### config.mk
export PLATFORM = sky130hd
export DESIGN_NAME = bzs_codec
export DESIGN_NICKNAME = d
export VERILOG_FILES = /design/src/design/bzs_pkg.sv /design/src/design/bzs_codec.sv
export SDC_FILE = /design/constraint.sdc
export NUM_CORES = 1
export LEC_CHECK = 0
export ABC_AREA = 1
export CORE_ASPECT_RATIO = 0.9
export CORE_MARGIN = 5
export CORE_UTILIZATION = 40
export CTS_CLUSTER_SIZE = 16
export DETAILED_ROUTE_END_ITERATION = 16
export DONT_BUFFER_PORTS = 1
export MAX_ROUTING_LAYER = met4
export PLACE_DENSITY = 0.59
export SLEW_MARGIN = 20
export SYNTH_ARGS = -nofsm -noshare
export SYNTH_HDL_FRONTEND = slang
export SYNTH_SLANG_ARGS = --single-unit
### constraint.sdc
create_clock -name sys_clk -period 3.9 [get_ports sys_clk]
set_clock_uncertainty 0.05 [all_clocks]
set_input_delay 0.78 -clock sys_clk [delete_from_list [all_inputs] [get_ports sys_clk]]
set_output_delay 0.78 -clock sys_clk [all_outputs]
set_load 0.005 [all_outputs]
### src/design/bzs_pkg.sv
// Constants and types shared by the zero-suppression line codec.
package bzs_pkg;
    // Register byte offsets.
    localparam logic [7:0]  A_TX_CTRL  = 8'h8c;
    localparam logic [7:0]  A_RX_CTRL  = 8'h90;
    localparam logic [7:0]  A_RX_STAT  = 8'h94;
    localparam logic [7:0]  A_RX_LATCH = 8'h96;
    localparam logic [7:0]  A_RX_IE    = 8'h98;
    localparam logic [7:0]  A_VIOL_CNT = 8'h9c;
    localparam logic [7:0]  A_ZERO_CNT = 8'h9e;
    // Writable bits, reset values and counter limit.
    localparam logic [15:0] TX_MASK    = 16'h001f;
    localparam logic [15:0] RX_MASK    = 16'h000f;
    localparam logic [5:0]  IE_MASK    = 6'h3f;
    localparam logic [15:0] CTRL_RST   = 16'h0000;
    localparam logic [15:0] CNT_MAX    = 16'hffff;
    // Transmit control fields.
    localparam int TX_SRC_SEL   = 0;
    localparam int TX_SEI       = 1;
    localparam int TX_VIOL_EN   = 2;
    localparam int TX_ZRUN_EN   = 3;
    localparam int TX_SUB_DIS   = 4;
    // Receive control fields.
    localparam int RX_SUB_DIS   = 0;
    localparam int RX_DEC_FMT   = 1;
    localparam int RX_DET_FMT   = 2;
    localparam int RX_CV_EN     = 3;
    // Status and latched status fields.
    localparam int ST_LOS       = 0;
    localparam int ST_VIOL_NZ   = 1;
    localparam int ST_VIOL      = 2;
    localparam int ST_ZRUN_NZ   = 3;
    localparam int ST_ZRUN      = 4;
    localparam int ST_SIG       = 5;
    // Symbols left after the first one of a substituted run.
    localparam logic [1:0]  B3_LEFT    = 2'h2;
    localparam logic [1:0]  HD_LEFT    = 2'h3;
    // Transmit sequencer states.
    typedef enum logic [1:0] {
        TX_DATA = 2'b00,
        TX_SUB  = 2'b01,
        TX_ZERO = 2'b10
    } bzs_tx_state_type;
endpackage

### src/design/bzs_codec.sv
// Zero-suppression line encoder and decoder with register file.
//
// The strobed register port was chosen for this implementation.
`timescale 1ns/10ps
`default_nettype none
module bzs_codec (
    input  wire logic                   sys_clk,
    input  wire logic                   rstn,
    input  wire logic                   clk_en,
    input  wire logic                   datapath_reset_n,
    input  wire logic                   e3_mode,
    input  wire logic                   tx_data,
    input  wire logic                   tx_data_valid,
    input  wire logic                   manual_insert_input,
    output logic                        tx_pos,
    output logic                        tx_neg,
    output logic                        tx_line_valid,
    input  wire logic                   rx_pos,
    input  wire logic                   rx_neg,
    input  wire logic                   rx_line_valid,
    input  wire logic                   rx_los,
    output logic                        rx_data,
    output logic                        rx_data_valid,
    input  wire logic [7:0]             reg_addr,
    input  wire logic [15:0]            reg_wdata,
    input  wire logic                   reg_wr,
    input  wire logic                   reg_rd,
    output logic [15:0]                 reg_rdata
);
    import bzs_pkg::*;

    typedef struct packed {
        logic [15:0]      tx_ctrl;
        logic [15:0]      rx_ctrl;
        logic [5:0]       latch;
        logic [5:0]       ie;
        logic [15:0]      vcnt;
        logic [15:0]      zcnt;
        logic [15:0]      rdata;
        logic             man_s1;
        logic             man_s2;
        logic             los_s1;
        logic             los_s2;
        logic             dpr_s1;
        logic             dpr_s2;
        logic             trig_prev;
        logic             pend_bpv;
        logic             pend_exz;
        bzs_tx_state_type tx_st;
        logic [1:0]       tx_left;
        logic [3:0]       tx_pipe;
        logic             tx_last_neg;
        logic             tx_odd;
        logic             tx_pos;
        logic             tx_neg;
        logic             tx_ovalid;
        logic [3:0]       rx_p;
        logic [3:0]       rx_n;
        logic             rx_last_neg;
        logic             rx_any;
        logic [2:0]       rx_zrun;
        logic             dec_seen;
        logic             dec_pol;
        logic             det_seen;
        logic             det_pol;
        logic             bpv_have;
        logic             bpv_pol;
        logic             los_prev;
        logic             rx_data;
        logic             rx_dvalid;
    } bzs_state_type;

    localparam bzs_state_type ST_RST = '0;

    bzs_state_type q;
    bzs_state_type d;

    logic       [1:0] run_left;
    logic             tx_run;
    logic             rx_pulse;
    logic             rx_viol;
    logic             zero_pre;
    logic             dec_sig;
    logic             det_sig;
    logic             bpv_ev;
    logic             cv_ev;
    logic             cnt_ev;
    logic             zrun_ev;
    logic             los_live;
    logic             trig;
    logic             rd_vcnt;
    logic             rd_zcnt;

    // Run length and trigger source depend on mode and control bits.
    assign run_left = e3_mode ? HD_LEFT : B3_LEFT;
    // source select: manual input or register bit.
    assign trig     = q.tx_ctrl[TX_SRC_SEL] ? q.man_s2 : q.tx_ctrl[TX_SEI];
    // substitution: only when the disable bit is clear.
    assign tx_run   = ~q.tx_ctrl[TX_SUB_DIS] &
                      (e3_mode ? ~|q.tx_pipe : ~|q.tx_pipe[3:1]);

    // Receive violation: a pulse of the same polarity as the last one.
    assign rx_pulse = rx_pos | rx_neg;
    assign rx_viol  = rx_line_valid & rx_pulse & q.rx_any &
                      (rx_neg == q.rx_last_neg);
    assign zero_pre = e3_mode ? ~|{q.rx_p[1:0], q.rx_n[1:0]}
                              : ~(q.rx_p[0] | q.rx_n[0]);
    // decode codeword, polarity check after the first.
    assign dec_sig  = rx_viol & zero_pre &
                      (~q.dec_seen | ~q.rx_ctrl[RX_DEC_FMT] |
                       (rx_neg != q.dec_pol));
    assign det_sig  = rx_viol & zero_pre &
                      (~q.det_seen | ~q.rx_ctrl[RX_DET_FMT] |
                       (rx_neg != q.det_pol));
    assign bpv_ev   = rx_viol & ~det_sig;
    // code violation: two violations of the same polarity.
    assign cv_ev    = bpv_ev & q.bpv_have & (rx_neg == q.bpv_pol);
    // counted event, code violations only in HDB3 mode with RX_CV_EN set.
    assign cnt_ev   = (e3_mode & q.rx_ctrl[RX_CV_EN]) ? cv_ev : bpv_ev;
    assign zrun_ev  = rx_line_valid & ~rx_pulse &
                      (q.rx_zrun == {1'b0, run_left});
    // loss of signal is forced clear while decoding is off.
    assign los_live = q.los_s2 & ~q.rx_ctrl[RX_SUB_DIS];
    assign rd_vcnt  = reg_rd & (reg_addr == A_VIOL_CNT);
    assign rd_zcnt  = reg_rd & (reg_addr == A_ZERO_CNT);

    // Next-state logic for the whole block.
    always_comb begin
        logic [3:0]  pp;
        logic [3:0]  nn;
        logic [15:0] vb;
        logic [15:0] zb;
        logic [5:0]  lset;
        logic [5:0]  lclr;
        logic [15:0] stat;
        pp   = '0;
        nn   = '0;
        vb   = '0;
        zb   = '0;
        lset = '0;
        lclr = '0;
        stat = '0;
        d    = q;
        // Manual insert, loss-of-signal and datapath reset pins pass two flops before use.
        d.man_s1 = manual_insert_input;
        d.man_s2 = q.man_s1;
        d.los_s1 = rx_los;
        d.los_s2 = q.los_s1;
        d.dpr_s1 = datapath_reset_n;
        d.dpr_s2 = q.dpr_s1;

        // Register writes; reserved bits stay zero.
        if (reg_wr) begin
            case (reg_addr)
                A_TX_CTRL:  d.tx_ctrl = reg_wdata & TX_MASK;
                A_RX_CTRL:  d.rx_ctrl = reg_wdata & RX_MASK;
                A_RX_IE:    d.ie = reg_wdata[5:0] & IE_MASK;
                A_RX_LATCH: lclr = reg_wdata[5:0];
                default: ;
            endcase
        end

        // Transmit sequencer, one line symbol per valid data bit.
        d.tx_ovalid = 1'b0;
        if (tx_data_valid) begin
            d.tx_ovalid = 1'b1;
            d.tx_pos    = 1'b0;
            d.tx_neg    = 1'b0;
            d.tx_pipe   = {q.tx_pipe[2:0], tx_data};
            case (q.tx_st)
                TX_DATA: begin
                    // zero-run error taken at any position.
                    if (q.pend_exz) begin
                        d.pend_exz = 1'b0;
                        d.tx_st    = TX_ZERO;
                        d.tx_left  = run_left;
                    end else if (tx_run) begin
                        d.tx_st   = TX_SUB;
                        d.tx_left = run_left;
                        // Even pulse count since last V needs a B pulse.
                        if (!q.tx_odd) begin
                            d.tx_pos      = q.tx_last_neg;
                            d.tx_neg      = ~q.tx_last_neg;
                            d.tx_last_neg = ~q.tx_last_neg;
                        end
                    end else if (q.tx_pipe[3]) begin
                        // violation applied on the next mark.
                        if (q.pend_bpv) begin
                            d.pend_bpv = 1'b0;
                            d.tx_pos   = ~q.tx_last_neg;
                            d.tx_neg   = q.tx_last_neg;
                        end else begin
                            d.tx_pos      = q.tx_last_neg;
                            d.tx_neg      = ~q.tx_last_neg;
                            d.tx_last_neg = ~q.tx_last_neg;
                            d.tx_odd      = ~q.tx_odd;
                        end
                    end
                end
                TX_SUB: begin
                    // The last symbol of a codeword repeats polarity.
                    if (q.tx_left == 2'h1) begin
                        d.tx_pos = ~q.tx_last_neg;
                        d.tx_neg = q.tx_last_neg;
                        d.tx_odd = 1'b0;
                        d.tx_st  = TX_DATA;
                    end
                    d.tx_left = q.tx_left - 2'h1;
                end
                TX_ZERO: begin
                    // Data bits under a forced zero run are dropped.
                    if (q.tx_left == 2'h1) begin
                        d.tx_st = TX_DATA;
                    end
                    d.tx_left = q.tx_left - 2'h1;
                end
                default: d.tx_st = TX_DATA;
            endcase
        end

        // edge arms one pending error per enabled type.
        d.trig_prev = trig;
        if (trig && !q.trig_prev) begin
            if (q.tx_ctrl[TX_VIOL_EN]) begin
                d.pend_bpv = 1'b1;
            end
            if (q.tx_ctrl[TX_ZRUN_EN]) begin
                d.pend_exz = 1'b1;
            end
        end

        // Receive path, delayed four symbols so codewords can be erased.
        d.rx_dvalid = 1'b0;
        if (rx_line_valid) begin
            pp = {q.rx_p[2:0], rx_pos};
            nn = {q.rx_n[2:0], rx_neg};
            // codewords removed only while decoding is enabled.
            if (dec_sig && !q.rx_ctrl[RX_SUB_DIS]) begin
                pp = pp & (e3_mode ? 4'h0 : 4'h8);
                nn = nn & (e3_mode ? 4'h0 : 4'h8);
            end
            d.rx_p      = pp;
            d.rx_n      = nn;
            d.rx_data   = q.rx_p[3] | q.rx_n[3];
            d.rx_dvalid = 1'b1;
            if (rx_pulse) begin
                d.rx_last_neg = rx_neg;
                d.rx_any      = 1'b1;
                d.rx_zrun     = 3'h0;
            end else if (q.rx_zrun != 3'h7) begin
                d.rx_zrun = q.rx_zrun + 3'h1;
            end
            if (dec_sig) begin
                d.dec_seen = 1'b1;
                d.dec_pol  = rx_neg;
            end
            if (det_sig) begin
                d.det_seen = 1'b1;
                d.det_pol  = rx_neg;
            end
            if (bpv_ev) begin
                d.bpv_have = 1'b1;
                d.bpv_pol  = rx_neg;
            end
        end

        // saturating counters; a read clears, an event still counts.
        vb = rd_vcnt ? 16'h0000 : q.vcnt;
        if (cnt_ev && vb != CNT_MAX) begin
            vb = vb + 16'h0001;
        end
        zb = rd_zcnt ? 16'h0000 : q.zcnt;
        if (zrun_ev && zb != CNT_MAX) begin
            zb = zb + 16'h0001;
        end
        d.vcnt = vb;
        d.zcnt = zb;

        // latched events; a new event wins over a clear.
        lset[ST_LOS]     = los_live != q.los_prev;
        lset[ST_VIOL_NZ] = ~|q.vcnt & |vb;
        lset[ST_VIOL]    = cnt_ev;
        lset[ST_ZRUN_NZ] = ~|q.zcnt & |zb;
        lset[ST_ZRUN]    = zrun_ev;
        lset[ST_SIG]     = det_sig;
        d.latch    = (q.latch & ~lclr) | lset;
        d.los_prev = los_live;

        stat[ST_LOS]     = los_live;
        stat[ST_VIOL_NZ] = |q.vcnt;
        stat[ST_ZRUN_NZ] = |q.zcnt;

        // Read data stands only in the cycle after the strobe.
        d.rdata = 16'h0000;
        if (reg_rd) begin
            case (reg_addr)
                A_TX_CTRL:  d.rdata = q.tx_ctrl;
                A_RX_CTRL:  d.rdata = q.rx_ctrl;
                A_RX_STAT:  d.rdata = stat;
                A_RX_LATCH: d.rdata = {10'h000, q.latch};
                A_RX_IE:    d.rdata = {10'h000, q.ie};
                A_VIOL_CNT: d.rdata = q.vcnt;
                A_ZERO_CNT: d.rdata = q.zcnt;
                default:    d.rdata = 16'h0000;
            endcase
        end

        // datapath reset restarts the first-signature rule.
        if (!q.dpr_s2) begin
            d.tx_pipe  = '0;
            d.tx_st    = TX_DATA;
            d.tx_left  = 2'h0;
            d.tx_odd   = 1'b0;
            d.rx_p     = '0;
            d.rx_n     = '0;
            d.rx_any   = 1'b0;
            d.rx_zrun  = 3'h0;
            d.dec_seen = 1'b0;
            d.det_seen = 1'b0;
            d.bpv_have = 1'b0;
        end
    end

    // state register; everything clears on reset.
    always_ff @(posedge sys_clk or negedge rstn) begin
        if (!rstn) begin
            q <= ST_RST;
        end else if (clk_en) begin
            q <= d;
        end
    end

    assign tx_pos        = q.tx_pos;
    assign tx_neg        = q.tx_neg;
    assign tx_line_valid = q.tx_ovalid;
    assign rx_data       = q.rx_data;
    assign rx_data_valid = q.rx_dvalid;
    assign reg_rdata     = q.rdata;
endmodule
`default_nettype wire

==> metrics.cfg, run 1 <==
[yosys]
netlist_area_um2=7150
syn_inst=989
ys_types=46
syn_avg_cell_area_um2=7.23
ys_ff_latch=113
ys_warn_count=0
seq_area_frac_synth=0.395
synth_edf_count=0
async_reset_ff_frac=1.00
synth_fp_nets=1034
ys.flop_type=dfrtp_1

[floorplan]
dieArea_um2=20700
core_um2=17600
row_count=46
start_util=0.406
io_pins=59
die_y_um=137
die_w_um=151

[setup_path]
cp_slowest_stage_delay_ps=320
critPathTopFamily=simple AND/OR/NAND/NOR gates
crit_top_cell=nand2_1
end_kind=flip-flop
required_ps=4150
cp_slowest_cell=nor2_4
path_cells=inv_2 -> nand2_2 -> nor2_2 -> nand3_2 -> nand2_2 -> inv_1 -> ha_1 -> nand2_1 -> nand3b_1 -> inv_1 -> nand2_2 -> nor2_4 -> nor2_4 -> o21ai_1 -> nor2_1 -> nand2_1 -> nor2_1 -> nand2_1 -> nand2_1 -> nand2_1
cp_max_fo=17
path_buf_inv=3
arrival_ps=3230
critPathLaunchType=input pin
critPathKind=input pin to flip-flop

[cts]
clockBufferDepth=2
cts_resized=0
worst_skew_pair.late_latency_ps=420
cts-root-buf=clkbuf_16
htree_levels=4
clock-sinks=113
cts_tree=yes
numCtsBuffers=17
clkTransAtPathRegs_ps=60

[layout]
area_delta_synth_final_pct=10.6
finish.instance_area_um2=7910
nets=1022
diodes=0
final_cell_mix=nand2_1, inv_1, dfrtp_1, o21ai_0, nor2_1
final_common_cell=nand2_1
fin_cells=1230
drive_gt1_frac=0.0899

[grt]
grt_max_degree=85
grt_pass1_wl_um=30800
antenna_found_initial=0
grt_pass1_vias=5829
grt.overflow.total=0
track_usage=0.196

[place]
dp_hpwl_um=13400
gp_congestion=0.882
port_buffers=0
dpl_cell_area_um2=7170
dp_cells=1188

[pwr]
pwr-share-comb=0.170
irDropWorstVdd_mv=0.287
power_density_nw_per_um2=471
power.leakage_uw=0.00374
power.share.clock=0.439
power_switching_uw=1140
sequentialPowerShare=0.390
cellInternalPower_uw=2580
switching_share=0.307

[detailed_routing]
ant_nets=0
wirelength_um=19400
first_iter_violations=555
first_pass_iters=5
wire_per_inst_um=15.8
vias=6277
drc=0
avgViaCountPerCell=5.10

[timing]
whs_ps=126
slew_violations=0
finalHoldViolCount=0
slew-limit-headroom=0.476
min_period_ps=2980
finalCritPeriodShare=0.763
setup_viol=0
fmax_ghz=0.336
tightest_slew_ps=783
finalSetupTns_ps=0
rsz0062_at_grt=false

[run_status]
status=finished, final reports clean

[worst_hold_path]
hold_class=input pin to asynchronous set/reset pin

[flow_run]
maxCapViolCount=0

[metal layers]
layer  vias up  routed length, um  track usage
met5         -                  0            -
met4         0                262       0.0539
met3        26               1020       0.0460
met2       136               8230        0.269
met1      2929               9920        0.288
li1       3186                  -            -
[per-stage QoR]
step            util  worst slack [ps]  power (uW)
2_1_floorplan      -               657        1910
3_3_place_gp   0.407               512        2050
3_5_place_dp   0.407               524        2060
4_1_cts        0.444               959        3720
5_1_grt        0.449               664        3930
6_report       0.449               923        3730
[synthesized netlist by cell type (all sizes together), types with 5 or more instances]
cell type / count / share of area
o21ai: 87 / 0.061
a221oi: 5 / 0.0061
nand3: 64 / 0.056
nand4: 20 / 0.017
inv: 138 / 0.072
dfrtp: 113 / 0.40
nand2: 312 / 0.17
a22o: 12 / 0.015
o22ai: 24 / 0.021
o31ai: 10 / 0.010
ha: 7 / 0.012
a31oi: 6 / 0.0052
nor2: 98 / 0.061
buf: 33 / 0.038
nor4: 9 / 0.010
clkbuf: 13 / 0.0068
xor2: 12 / 0.015
[final timing paths]
path                       slack (ps)  endpoint        start  cells after the start
hold / removal                    130      q[3]         rstn                      1
hold reg to reg                   420     d[42]        d[42]                      2
setup / recovery                  920     q[99]  reg_addr[6]                     20
max in group asynchronous        2470     q[89]         rstn                      1
setup reg to reg                 1270    q[101]        q[61]                     17
min in group sys_clk              420     d[42]        d[42]                      2
[area by class of cell]
class	instances	area, um^2
fillers	1850	9700
multi-input cells	692	3490
flip-flops and latches	113	2830
inverters	138	518
clock buffers	21	470
well taps	240	300
repair buffers	15	158
clock inverters	11	151
[repair_timing]
| action | in CTS | in global routing |
|---|---|---|
| endpoints found under the hold margin | 27 | 3 |
| setup buffers | 0 | 0 |
| hold buffers | 2 | 8 |
[kinds of logic (layout without fill, tap and decap cells)]
kind of cell,Yosys count,after routing,share of synthesized area
fa+ha+maj,7,7,0.0122
simple gates,510,510,0.321
flops,113,113,0.395
buf+inv,184,185,0.117
compound gates,161,161,0.138
xor+xnor,14,14,0.0171
[power groups by stage]
stage / registers, uW / clock network (uW) / logic (uW)
final: 1460 / 1640 / 635
after global routing: 1470 / 1720 / 738
after CTS: 1450 / 1660 / 607
after detailed placement: 1470 / 0 / 591
after global placement: 1470 / 0 / 583
after floorplan: 1410 / 0 / 498
[flip-flops by register name, summed over array words and instances (netlist names)]
register	flops
q	89
reg_rdata	16
d	3
rx_data	1
rx_data_valid	1
tx_line_valid	1
tx_neg	1
tx_pos	1
No activity file was read; power rests on OpenSTA's default activity.
==> run 2: changes to the inputs <==
==> constraint.sdc (replaced) <==
create_clock -name sys_clk -period 2.85 [get_ports sys_clk]
set_clock_uncertainty 0.05 [all_clocks]
set_input_delay 0.57 -clock sys_clk [delete_from_list [all_inputs] [get_ports sys_clk]]
set_output_delay 0.57 -clock sys_clk [all_outputs]
set_load 0.005 [all_outputs]
==> metrics.cfg, run 2 (same netlist as run 1, synthesis figures left out) <==
[grt]
grt_pass1_vias=6018
antenna_found_initial=0
grt_max_degree=114
grt.overflow.total=0
grt_pass1_wl_um=31100
track_usage=0.197

[detailed_routing]
avgViaCountPerCell=5.07
wire_per_inst_um=14.9
ant_nets=0
first_iter_violations=465
wirelength_um=18600
vias=6331
drc=0
first_pass_iters=5

[pwr]
cellInternalPower_uw=3430
power_density_nw_per_um2=618
fin_total_pwr_uw=4960
power.share.clock=0.421
sequentialPowerShare=0.401
irDropWorstVdd_mv=0.431
power.leakage_uw=0.00383
pwr-share-comb=0.178
switching_share=0.308
power_switching_uw=1530

[layout]
regMostFlops=q
final_core_util=0.456
final_common_cell=nand2_1
final_cell_mix=nand2_1, inv_1, dfrtp_1, o21ai_0, nor2_1
drive_gt1_frac=0.122
area_delta_synth_final_pct=12.3
nets=1041
diodes=0
largest_reg_flops=89

[flow_run]
maxCapViolCount=0

[floorplan]
row_count=46
start_util=0.406
core_um2=17600
io_pins=59
dieArea_um2=20700
die_y_um=137
die_w_um=151

[cts]
worst_skew_pair.late_latency_ps=420
clock-sinks=113
clkTransAtPathRegs_ps=60
postCtsSetupBuffers=0
clockBufferDepth=2
numCtsBuffers=17
htree_levels=4
cts_resized=0
cts-root-buf=clkbuf_16
cts_tree=yes

[timing]
rsz0062_at_grt=false
tightest_slew_ps=552
setup_viol=0
slew_violations=0
min_period_ps=2480
whs_ps=-206
setup_ws_ps=368
slew-limit-headroom=0.632
finalHoldViolCount=113
finalCritPeriodShare=0.871
fmax_ghz=0.403

[setup_path]
required_ps=3100
r2r_cells=18
cp_max_fo=13
critPathKind=flip-flop to flip-flop
r2r_end=q[99]
crit_path_start=q[77]
rrSetupSlack_ps=370
arrival_ps=2740
endpoint=q[99]
end_kind=flip-flop
timing.rr.start=q[77]
critPathLaunchType=flip-flop

[place]
dp_hpwl_um=13600
port_buffers=0
gp_congestion=0.883
pre_cts_ws_ps=-7.71

[worst_hold_path]
hold_class=input pin to asynchronous set/reset pin

[run_status]
violations=hold timing
status=complete, but fails checks

-- run 2: power by group through the flow --
stage | registers [uW] | clock network (uW) | logic (uW)
floorplan | 1940 | 0 | 690
global placement | 2010 | 0 | 865
detailed placement | 2010 | 0 | 875
CTS | 1990 | 2140 | 883
global route | 2020 | 2210 | 1030
finish | 1990 | 2090 | 881
-- run 2: area by class of cell --
class                   count  area, um^2
clock buffers              20         447
clock inverters            12         134
fillers                  1814        9580
inverters                 138         518
multi-input cells         692        3510
flip-flops and latches    113        2830
well taps                 240         300
repair buffers             34         293
-- run 2: worst max-delay path, cell delays in order (launching register included) --
cell and delay [ps]:
dfrtp_1 480, nand2_1 90, inv_1 80, ha_2 190
nand2_1 60, nand3b_1 230, inv_2 130, nand2_4 70
nor2_4 110, nor2_4 70, buf_12 140, nand2_1 50
nand2_1 100, nor2_1 130, nand2_1 60, nor2_1 160
nand2_1 70, nand2_1 60, nand2_1 40
-- run 2: metrics by stage --
stage	setup TNS (ps)	hold slack [ps]	area [um^2]	std cells
finish	0	-206	8030	1249
global route	0	-231	8030	1249
CTS	0	-222	8030	1249
detailed placement	-7.71	232	7450	1217
global placement	0	232	7450	1217
floorplan	-59.6	224	7180	989
-- run 2: worst min-delay path by stage --
| stage | start | to | cells past startpoint |
|---|---|---|---|
| after floorplan | rstn | d[38] | 0 |
| after detailed placement | rstn | d[42] | 0 |
| final | rstn | reg_rdata[1] | 0 |
| after global placement | rstn | q[15] | 0 |
| after CTS | rstn | d[42] | 0 |
| after global routing | rstn | q[20] | 0 |
-- run 2: layer usage --
layer  track usage  routed length (um)
met3        0.0480                1080
met4        0.0488                 210
met1         0.295                9630
met2         0.266                7630
met5             -                   0
==> run 3: changes to the inputs <==
--- a/config.mk
+++ b/config.mk
@@ -6,14 +6,15 @@
 export NUM_CORES = 1
 export LEC_CHECK = 0
 export ABC_AREA = 1
+export CELL_PAD_IN_SITES_DETAIL_PLACEMENT = 1
+export CELL_PAD_IN_SITES_GLOBAL_PLACEMENT = 2
 export CORE_ASPECT_RATIO = 0.9
 export CORE_MARGIN = 5
-export CORE_UTILIZATION = 40
-export CTS_CLUSTER_SIZE = 16
+export CORE_UTILIZATION = 37
 export DETAILED_ROUTE_END_ITERATION = 16
 export DONT_BUFFER_PORTS = 1
 export MAX_ROUTING_LAYER = met4
-export PLACE_DENSITY = 0.59
+export PLACE_DENSITY = 0.85
 export SLEW_MARGIN = 20
 export SYNTH_ARGS = -nofsm -noshare
 export SYNTH_HDL_FRONTEND = slang
==> metrics.cfg, run 3 (same netlist as run 1, synthesis figures left out) <==
[layout]
area_delta_synth_final_pct=13.6
nets=1052
fin_cells=1270
final_core_util=0.425
drive_gt1_frac=0.133
final_cell_mix=nand2_1, inv_1, dfrtp_1, o21ai_0, nor2_1
diodes=0
regMostFlops=q
largest_reg_flops=89
final_common_cell=nand2_1
fillCellCount=2451

[grt]
grt_max_degree=114
track_usage=0.209
grt.overflow.total=0
grt_pass1_vias=6669
antenna_found_initial=0
grt_pass1_wl_um=36000

[setup_path]
cp_max_fo=17
critPathLaunchType=flip-flop
cp_slowest_stage_delay_ps=380
path_buf_inv=1
path_cells=nand2_1 -> a21oi_1 -> o21ai_0 -> nand3_1 -> nand2_1 -> nor2_2 -> inv_1 -> nor2_4 -> o21ai_0 -> nor2_1 -> nand2_1 -> nor2_1 -> nand2_1 -> nand2_1 -> nand2_1
crit_top_cell=nand2_1
required_ps=3110
end_kind=flip-flop
critPathKind=flip-flop to flip-flop
critPathTopFamily=simple AND/OR/NAND/NOR gates
cp_slowest_cell=dfrtp_1
arrival_ps=2760

[flow_run]
maxCapViolCount=0

[worst_hold_path]
hold_class=input pin to asynchronous set/reset pin

[detailed_routing]
vias=6541
ant_nets=0
first_iter_violations=329
wire_per_inst_um=17.0
wirelength_um=21600
first_pass_iters=4
avgViaCountPerCell=5.15
drc=0

[pwr]
power_density_nw_per_um2=633
irDropWorstVdd_mv=0.425
fin_total_pwr_uw=5140
power.leakage_uw=0.00390

[floorplan]
dieArea_um2=22200
die_y_um=142
io_pins=59
start_util=0.374
row_count=48
die_w_um=157
core_um2=19100

[cts]
clock-sinks=113
clkTransAtPathRegs_ps=60
numCtsBuffers=17
postCtsSetupBuffers=0
cts-root-buf=clkbuf_16
clockBufferDepth=2
cts_tree=yes
htree_levels=4
cts_resized=0
worst_skew_pair.late_latency_ps=420

[run_status]
status=complete, but fails checks
violations=hold timing

[timing]
rsz0062_at_grt=false
slew_violations=0
setup_viol=0
finalHoldViolCount=113
finalCritPeriodShare=0.878
whs_ps=-208
min_period_ps=2500
slew-limit-headroom=0.595
tightest_slew_ps=606
fmax_ghz=0.400

[place]
dp_cells=1238
port_buffers=0
gp_congestion=0.819
dp_hpwl_um=15900

==> run 3: power by group <==
part | switching [uW] | internal (uW)
combinational | 561 | 353
clock | 853 | 1380
sequential | 220 | 1780
total | 1630 | 3510
==> run 3: cell type report <==
type | count | area [um^2] | share of cell area
clock buffer | 17 | 425 | 0.0524
tap | 250 | 313 | 0.0385
multi-input combinational | 692 | 3510 | 0.432
timing repair buffer | 45 | 350 | 0.0431
sequential | 113 | 2830 | 0.348
clock inverter | 15 | 179 | 0.0220
inverter | 138 | 518 | 0.0638
==> run 3: path summary, 6_finish.rpt <==
path / slack [ps] / startpoint / cells past startpoint / end
setup reg to reg: 350 / q[106] / 15 / q[99]
min in group sys_clk: 210 / datapath_reset_n / 2 / d[38]
hold / removal: -210 / rstn / 0 / q[16]
hold reg to reg: 430 / d[38] / 2 / d[38]
setup / recovery: 350 / q[106] / 15 / q[99]
max in group asynchronous: 2780 / rstn / 0 / reg_rdata[7]
==> run 3: per-layer routing <==
layer / part of all wire / global-route usage / wire, um / vias up
met4: 0.0062 / 0.0452 / 134 / 0
met1: 0.51 / 0.304 / 11000 / 3184
met3: 0.038 / 0.0396 / 817 / 8
met2: 0.45 / 0.302 / 9690 / 91
met5: 0 / - / 0 / -
li1: - / - / - / 3258
==> run 3: through the flow <==
stage / setup TNS [ps] / instance area [um^2] / worst slack (ps) / hold slack, ps
after floorplan: -59.6 / 7180 / -59.6 / 224
after global placement: -59.1 / 7520 / -59.1 / 229
after detailed placement: -88.2 / 7520 / -66.1 / 229
after CTS: 0 / 8120 / 304 / -225
after global routing: 0 / 8120 / 35.9 / -230
final: 0 / 8120 / 348 / -208
